**config.mk**
```make
export PLATFORM = sky130hd
export DESIGN_NAME = output_voltage_select
export DESIGN_NICKNAME = d
export VERILOG_FILES = /design/src/level_select_pkg.sv /design/src/output_voltage_select.sv
export SDC_FILE = /design/constraint.sdc
export NUM_CORES = 1
export LEC_CHECK = 0
export ABC_CLOCK_PERIOD_IN_PS = 3790
export BUFFER_PORTS_ARGS = -buffer_cell sky130_fd_sc_hd__buf_2
export CAP_MARGIN = 10
export CORE_MARGIN = 2
export CORE_UTILIZATION = 35
export DETAILED_ROUTE_END_ITERATION = 10
export HOLD_SLACK_MARGIN = 0.06
export RECOVER_POWER = 25
export SYNTH_ARGS = -nofsm -noshare
export SYNTH_HDL_FRONTEND = slang
export SYNTH_SLANG_ARGS = --single-unit
```
**constraint.sdc**
```tcl
create_clock -name clk_in -period 3.79 [get_ports clk_in]
set_input_delay 0.1895 -clock clk_in [delete_from_list [all_inputs] [get_ports clk_in]]
set_output_delay 0.1895 -clock clk_in [all_outputs]
set_load 0.01 [all_outputs]
```
**src/level_select_pkg.sv**
```systemverilog
package level_select_pkg;
   localparam int unsigned sel_width = 4;
   localparam int unsigned addr_width = 7;
   // Slave address chosen by the strap pin
   localparam logic [6:0] addr_strap_low = 7'h08;
   localparam logic [6:0] addr_strap_high = 7'h09;
   localparam logic [3:0] sel_standby = 4'h0;
   localparam logic [3:0] sel_reset = 4'h0;
   // Codes at or above this pick the upper band
   localparam logic [3:0] sel_high_band_first = 4'h8;
   // Nominal output in millivolts, one entry per code
   localparam int unsigned mv_width = 16;
   localparam logic [15:0] level_mv [16] = '{
      16'h0000, 16'h32c8, 16'h3415, 16'h3563,
      16'h36b0, 16'h37fd, 16'h394b, 16'h3a98,
      16'h46e6, 16'h4833, 16'h4981, 16'h4ace,
      16'h4c1b, 16'h4d69, 16'h4eb6, 16'h5003};
   localparam logic [7:0] reg_first_data = 8'h00;
   localparam logic [7:0] status_reset = 8'h00;
   localparam logic [3:0] bit_count_last = 4'h8;

   typedef enum logic [2:0] {
      st_idle = 3'b000,
      st_addr = 3'b001,
      st_addr_ack = 3'b010,
      st_wr = 3'b011,
      st_wr_ack = 3'b100,
      st_rd = 3'b101,
      st_rd_ack = 3'b110
   } slave_state_type;
endpackage : level_select_pkg

```
**src/output_voltage_select.sv**
```systemverilog
module output_voltage_select (
   // Clock and reset
   input wire logic clk_in,
   input wire logic sys_rst_in,
   // Bus pins, sampled synchronous to clk_in
   input wire logic scl_in,
   input wire logic sda_in,
   output logic sda_out,
   output logic sda_oe_out,
   // Address strap, high selects slave address addr_strap_high
   input wire logic addr_strap_in,
   // Status byte returned on reads
   input wire logic [7:0] status_in,
   // Regulator control
   output logic [level_select_pkg::sel_width-1:0] level_select_out,
   output logic output_enable_out,
   output logic standby_out,
   output logic high_band_out,
   output logic [level_select_pkg::mv_width-1:0] level_mv_out
);
   import level_select_pkg::*;

   slave_state_type state, next_state;
   logic scl_prev, next_scl_prev;
   logic sda_prev, next_sda_prev;
   logic [7:0] shift, next_shift;
   logic [3:0] bit_cnt, next_bit_cnt;
   logic [3:0] level, next_level;
   logic [3:0] pending, next_pending;
   logic pending_valid, next_pending_valid;
   logic ack_drive, next_ack_drive;
   logic [7:0] tx, next_tx;
   logic sda_drv, next_sda_drv;
   logic sda_en, next_sda_en;
   logic scl_rise, scl_fall, start_cond, stop_cond;
   logic [6:0] my_addr;
   logic enabled, next_enabled;
   logic in_standby, next_in_standby;
   logic upper_band, next_upper_band;
   logic [mv_width-1:0] nominal_mv, next_nominal_mv;

   function automatic logic is_high_band(input logic [3:0] code);
      return code >= sel_high_band_first;
   endfunction : is_high_band

   function automatic logic is_standby(input logic [3:0] code);
      return code == sel_standby;
   endfunction : is_standby

   always_comb begin
      my_addr = addr_strap_in ? addr_strap_high : addr_strap_low;
   end

   assign scl_rise = scl_in && !scl_prev;
   assign scl_fall = !scl_in && scl_prev;
   assign start_cond = scl_in && scl_prev && sda_prev && !sda_in;
   assign stop_cond = scl_in && scl_prev && !sda_prev && sda_in;

   always_comb begin
      next_state = state;
      next_scl_prev = scl_in;
      next_sda_prev = sda_in;
      next_shift = shift;
      next_bit_cnt = bit_cnt;
      next_level = level;
      next_pending = pending;
      next_pending_valid = pending_valid;
      next_ack_drive = ack_drive;
      next_tx = tx;
      next_sda_drv = sda_drv;
      next_sda_en = sda_en;
      if (start_cond) begin
         next_state = st_addr;
         next_bit_cnt = 4'h0;
         next_sda_en = 1'b0;
         next_pending_valid = 1'b0;
      end else if (stop_cond) begin
         next_state = st_idle;
         next_sda_en = 1'b0;
      end else begin
         case (state)
            st_idle: begin
               next_sda_en = 1'b0;
            end
            st_addr, st_wr: begin
               if (scl_rise) begin
                  next_shift = {shift[6:0], sda_in};
                  next_bit_cnt = bit_cnt + 4'h1;
               end
               if (scl_fall && bit_cnt == bit_count_last) begin
                  if (state == st_addr) begin
                     if (shift[7:1] == my_addr) begin
                        next_state = st_addr_ack;
                        next_sda_en = 1'b1;
                        next_sda_drv = 1'b0;
                        next_tx = status_in;
                     end else begin
                        next_state = st_idle;
                     end
                  end else begin
                     // Hold the code until its ack clock completes
                     next_pending = shift[sel_width-1:0];
                     next_pending_valid = 1'b1;
                     next_state = st_wr_ack;
                     next_sda_en = 1'b1;
                     next_sda_drv = 1'b0;
                  end
               end
            end
            st_addr_ack: begin
               if (scl_fall) begin
                  next_bit_cnt = 4'h0;
                  if (shift[0]) begin
                     next_state = st_rd;
                     next_sda_drv = tx[7];
                     next_sda_en = !tx[7];
                     next_tx = {tx[6:0], 1'b0};
                     next_bit_cnt = 4'h1;
                  end else begin
                     next_state = st_wr;
                     next_sda_en = 1'b0;
                  end
               end
            end
            st_wr_ack: begin
               if (scl_fall) begin
                  if (pending_valid) begin
                     next_level = pending;
                  end
                  next_pending_valid = 1'b0;
                  next_sda_en = 1'b0;
                  next_bit_cnt = 4'h0;
                  next_state = st_wr;
               end
            end
            st_rd: begin
               if (scl_fall) begin
                  if (bit_cnt == bit_count_last) begin
                     next_sda_en = 1'b0;
                     next_state = st_rd_ack;
                  end else begin
                     next_sda_en = !tx[7];
                     next_sda_drv = 1'b0;
                     next_tx = {tx[6:0], 1'b0};
                     next_bit_cnt = bit_cnt + 4'h1;
                  end
               end
            end
            st_rd_ack: begin
               if (scl_rise) begin
                  next_ack_drive = !sda_in;
               end
               if (scl_fall) begin
                  if (ack_drive) begin
                     next_state = st_rd;
                     next_tx = {status_in[6:0], 1'b0};
                     next_sda_en = !status_in[7];
                     next_sda_drv = 1'b0;
                     next_bit_cnt = 4'h1;
                  end else begin
                     next_state = st_idle;
                  end
               end
            end
            default: begin
               next_state = st_idle;
               next_sda_en = 1'b0;
            end
         endcase
      end
   end

   always_ff @(posedge clk_in) begin
      if (sys_rst_in) begin
         state <= st_idle;
         scl_prev <= 1'b1;
         sda_prev <= 1'b1;
         shift <= 8'h00;
         bit_cnt <= 4'h0;
         level <= sel_reset;
         pending <= sel_reset;
         pending_valid <= 1'b0;
         ack_drive <= 1'b0;
         tx <= status_reset;
         sda_drv <= 1'b0;
         sda_en <= 1'b0;
      end else begin
         state <= next_state;
         scl_prev <= next_scl_prev;
         sda_prev <= next_sda_prev;
         shift <= next_shift;
         bit_cnt <= next_bit_cnt;
         level <= next_level;
         pending <= next_pending;
         pending_valid <= next_pending_valid;
         ack_drive <= next_ack_drive;
         tx <= next_tx;
         sda_drv <= next_sda_drv;
         sda_en <= next_sda_en;
      end
   end

   // Open drain: only ever drive low
   assign sda_out = 1'b0;
   assign sda_oe_out = sda_en && !sda_drv;

   // Decode from the next code so every output moves with it
   always_comb begin
      next_enabled = !is_standby(next_level);
      next_in_standby = is_standby(next_level);
      next_upper_band = is_high_band(next_level);
      next_nominal_mv = level_mv[next_level];
   end

   always_ff @(posedge clk_in) begin
      if (sys_rst_in) begin
         enabled <= !is_standby(sel_reset);
         in_standby <= is_standby(sel_reset);
         upper_band <= is_high_band(sel_reset);
         nominal_mv <= level_mv[sel_reset];
      end else begin
         enabled <= next_enabled;
         in_standby <= next_in_standby;
         upper_band <= next_upper_band;
         nominal_mv <= next_nominal_mv;
      end
   end

   always_comb begin
      level_select_out = level;
      output_enable_out = enabled;
      standby_out = in_standby;
      high_band_out = upper_band;
      level_mv_out = nominal_mv;
   end
endmodule : output_voltage_select

```
==> flow_metrics.py <==
metrics = {
    "status": {
        "outcome": "finished with violations",
        "violations": "capacitance limit, slew limit",
    },
    "die": {
        "io-pin-count": 38,
        "fp.dieH_um": 97.2,
        "rows": 34,
        "core_area_um2": 8550,
        "start_util": 0.356,
        "fp.dieW_um": 97.2,
        "die_area_um2": 9450,
    },
    "final_layout": {
        "drive_gt1_frac": 0.116,
        "multi_input_area_um2": 1760,
        "fillCellCount": 887,
        "syn_to_final_growth_pct": 8.77,
        "final-seq-area_um2": 1080,
        "nNetsFinal": 394,
        "n_antenna_cell": 0,
    },
    "clocking": {
        "cts_tree": "done",
        "clk_pin_slew_ps": 100,
        "cts_root_buffer": "clkbuf_8",
        "cts_setup_buffers": 0,
        "cts_buffer_depth": 2,
        "insertion_delay_ps": 310,
        "cts.repair.resized": 0,
        "cts.sinks": 54,
        "h-tree-depth": 2,
        "cts_buffers": 5,
        "ctsHoldBuffers": 0,
    },
    "power_and_ir_drop": {
        "intPower_w": 0.000785,
        "clockPowerShare": 0.381,
        "p_sw_frac": 0.221,
        "powerDensity_nw_per_um2": 305,
        "p_sw_w": 0.000222,
        "leakagePower_nw": 1.28,
        "combPwrFrac": 0.051,
        "ir_drop_mv": 0.220,
        "seqPwrFrac": 0.568,
    },
    "yosys": {
        "synth.largest_area_cell": "dfxtp_1",
        "yosysUniqueCellTypes": 69,
        "yosys-top-cells-count": "dfxtp_1, nand2_1, nor2_1, a21oi_1, mux2i_1",
        "synth_area_leaders": "dfxtp_1, mux2i_1, ha_1, nand2_1, nor2_1",
        "synthFlopType": "dfxtp_1",
        "avgSynthCellArea_um2": 8.69,
        "syn_area_um2": 3040,
        "yosys_warnings": 0,
        "synthCells": 350,
        "synth_seq_area_share": 0.356,
        "synth_edf_count": 0,
        "ys_ff_latch": 54,
        "yosysMostFrequentCell": "dfxtp_1",
        "synth_top_area_frac": 0.356,
        "async_flop_share": 0,
    },
    "setup_path": {
        "timing.rr.end": "level_mv_out[6]$_SDFF_PP0_",
        "worst_r2r_path_depth": 7,
        "start_kind": "register",
        "setup.worst_path.start": "state[2]$_SDFFE_PP0P_",
        "cp.arrival_ps": 3130,
        "crit_type": "register to register",
        "reg2reg_from": "state[2]$_SDFFE_PP0P_",
        "cp-endpoint": "level_mv_out[6]$_SDFF_PP0_",
        "required_ps": 3990,
        "reg2reg_setup_slack_ps": 860,
        "cp_max_fo": 19,
        "cp-end-kind": "register",
    },
    "timing": {
        "rsz0062_at_grt": "false",
        "timing.fmax_ghz": 0.341,
        "setup_violations": 0,
        "period_share": 0.773,
        "tns_ps": 0,
        "fin_crit_ps": 2930,
        "tightest_slew_ps": 1610,
        "hold_violations": 0,
        "relSlewSlack": -0.0703,
        "skew_ps": 7.22,
        "hold_slack_ps": 132,
        "slew_violations": 36,
    },
    "detailed_routing": {
        "drt-initial-drc-count": 94,
        "drt_first_pass_iters": 5,
        "vias_per_cell": 5.29,
        "wl_per_cell_um": 14.5,
        "vias": 2535,
        "ant_nets": 0,
        "drc": 0,
        "drt-total-wl_um": 6950,
    },
    "global_routing": {
        "grt_max_degree": 36,
        "grt_pass1_vias": 2339,
        "grt_usage": 0.144,
        "antenna_found_initial": 0,
        "grt_pass1_wl_um": 11500,
        "grt.overflow.total": 0,
    },
    "place": {
        "gp_congestion": 0.927,
        "dp_hpwl_um": 4980,
        "port_buffers": 35,
    },
    "min_path": {
        "hp-class": "input port to register",
    },
    "flow_run": {
        "cap_violations": 1,
    },
}
[routing by layer]
metal  vias up  routed length (µm)  GRT usage
met1      1165                3320      0.199
met5         -                   0          0
li1       1296                   -          -
met3         8                 361     0.0309
met2        66                3200      0.234
met4         0                  70     0.0293
[state kept, by name, indices dropped and copies added, names as in the netlist]
register and cells:
state 3, bit_cnt 4, scl_prev 1, tx 8
output_enable_out 1, sda_prev 1, sda_drv 1, pending 4
pending_valid 1, level_select_out 3, high_band_out 1, standby_out 1
level_mv_out 15, sda_en 1, ack_drive 1, shift 8
[layout by cell type (no fill, tap or decap), types with 5 or more instances in the layout]
cell / netlist / final
inv_1: 15 / 15
clkbuf_1: 12 / 20
nand3_1: 8 / 8
o21ai_0: 8 / 8
a21oi_1: 19 / 19
nor3b_1: 6 / 6
o221ai_1: 8 / 8
ha_1: 11 / 11
o22ai_1: 5 / 5
clkbuf_8: 0 / 5
nor2b_1: 9 / 9
o21a_1: 8 / 8
dfxtp_1: 54 / 54
buf_2: 3 / 17
o21ai_1: 8 / 8
nor2_1: 26 / 26
nor3_1: 8 / 8
nand2_1: 33 / 33
nand2b_1: 8 / 8
mux2i_1: 18 / 18
[critical path, cell delays in order, from the launching register on]
cell	delay (ps)
dfxtp_1	690
nor2b_2	380
nand3_4	190
mux2i_1	470
inv_1	190
ha_1	300
mux2_1	290
a211o_1	300
[cells by family after synthesis]
| group | count (synthesis) | share of synthesized area |
|---|---|---|
| simple gates | 130 | 0.242 |
| compound gates | 87 | 0.200 |
| flops | 54 | 0.356 |
| buf+inv | 41 | 0.0679 |
| mux | 23 | 0.0802 |
| fa+ha+maj | 11 | 0.0453 |
| xor+xnor | 3 | 0.00864 |
| other cells | 1 | 0.00123 |
[stage by stage]
stage / total power, W / util / area (µm²) / setup WS (ps) / std cells
floorplan: 0.000624 / - / 3040 / 1460 / 351
global placement: 0.000635 / 0.377 / 3220 / 1080 / 471
detailed placement: 0.000636 / 0.377 / 3220 / 917 / 471
CTS: 0.00102 / 0.389 / 3330 / 914 / 479
global route: 0.00105 / 0.387 / 3310 / 713 / 479
finish: 0.00101 / 0.387 / 3310 / 860 / 479
[power groups by stage]
stage          clock network (W)  logic (W)  registers, W
2_1_floorplan                  0  0.0000414      0.000583
3_3_place_gp                   0  0.0000501      0.000585
3_5_place_dp                   0  0.0000507      0.000585
4_1_cts                 0.000398  0.0000509      0.000572
5_1_grt                 0.000422  0.0000563      0.000573
6_report                0.000384  0.0000512      0.000572
[area by class of cell]
cell class	count	share of cell area
clock buffer	7	0.0231
clock inverter	1	0.00908
inverter	16	0.0182
multi-input combinational	256	0.531
sequential	54	0.327
tap	108	0.0409
timing repair buffer	37	0.0507
[worst min path at each step]
stage,start,to,slack (ps),cells after the start
after floorplan,sda_in,ack_drive$_SDFFE_PP0P_,290,1
after global placement,shift[7]$_SDFFE_PP0P_,shift[7]$_SDFFE_PP0P_,440,2
after detailed placement,shift[7]$_SDFFE_PP0P_,shift[7]$_SDFFE_PP0P_,450,2
after CTS,sda_in,ack_drive$_SDFFE_PP0P_,140,2
after global routing,sda_in,ack_drive$_SDFFE_PP0P_,170,2
final,sda_in,ack_drive$_SDFFE_PP0P_,130,2
No activity file was read; power rests on OpenSTA's default activity.
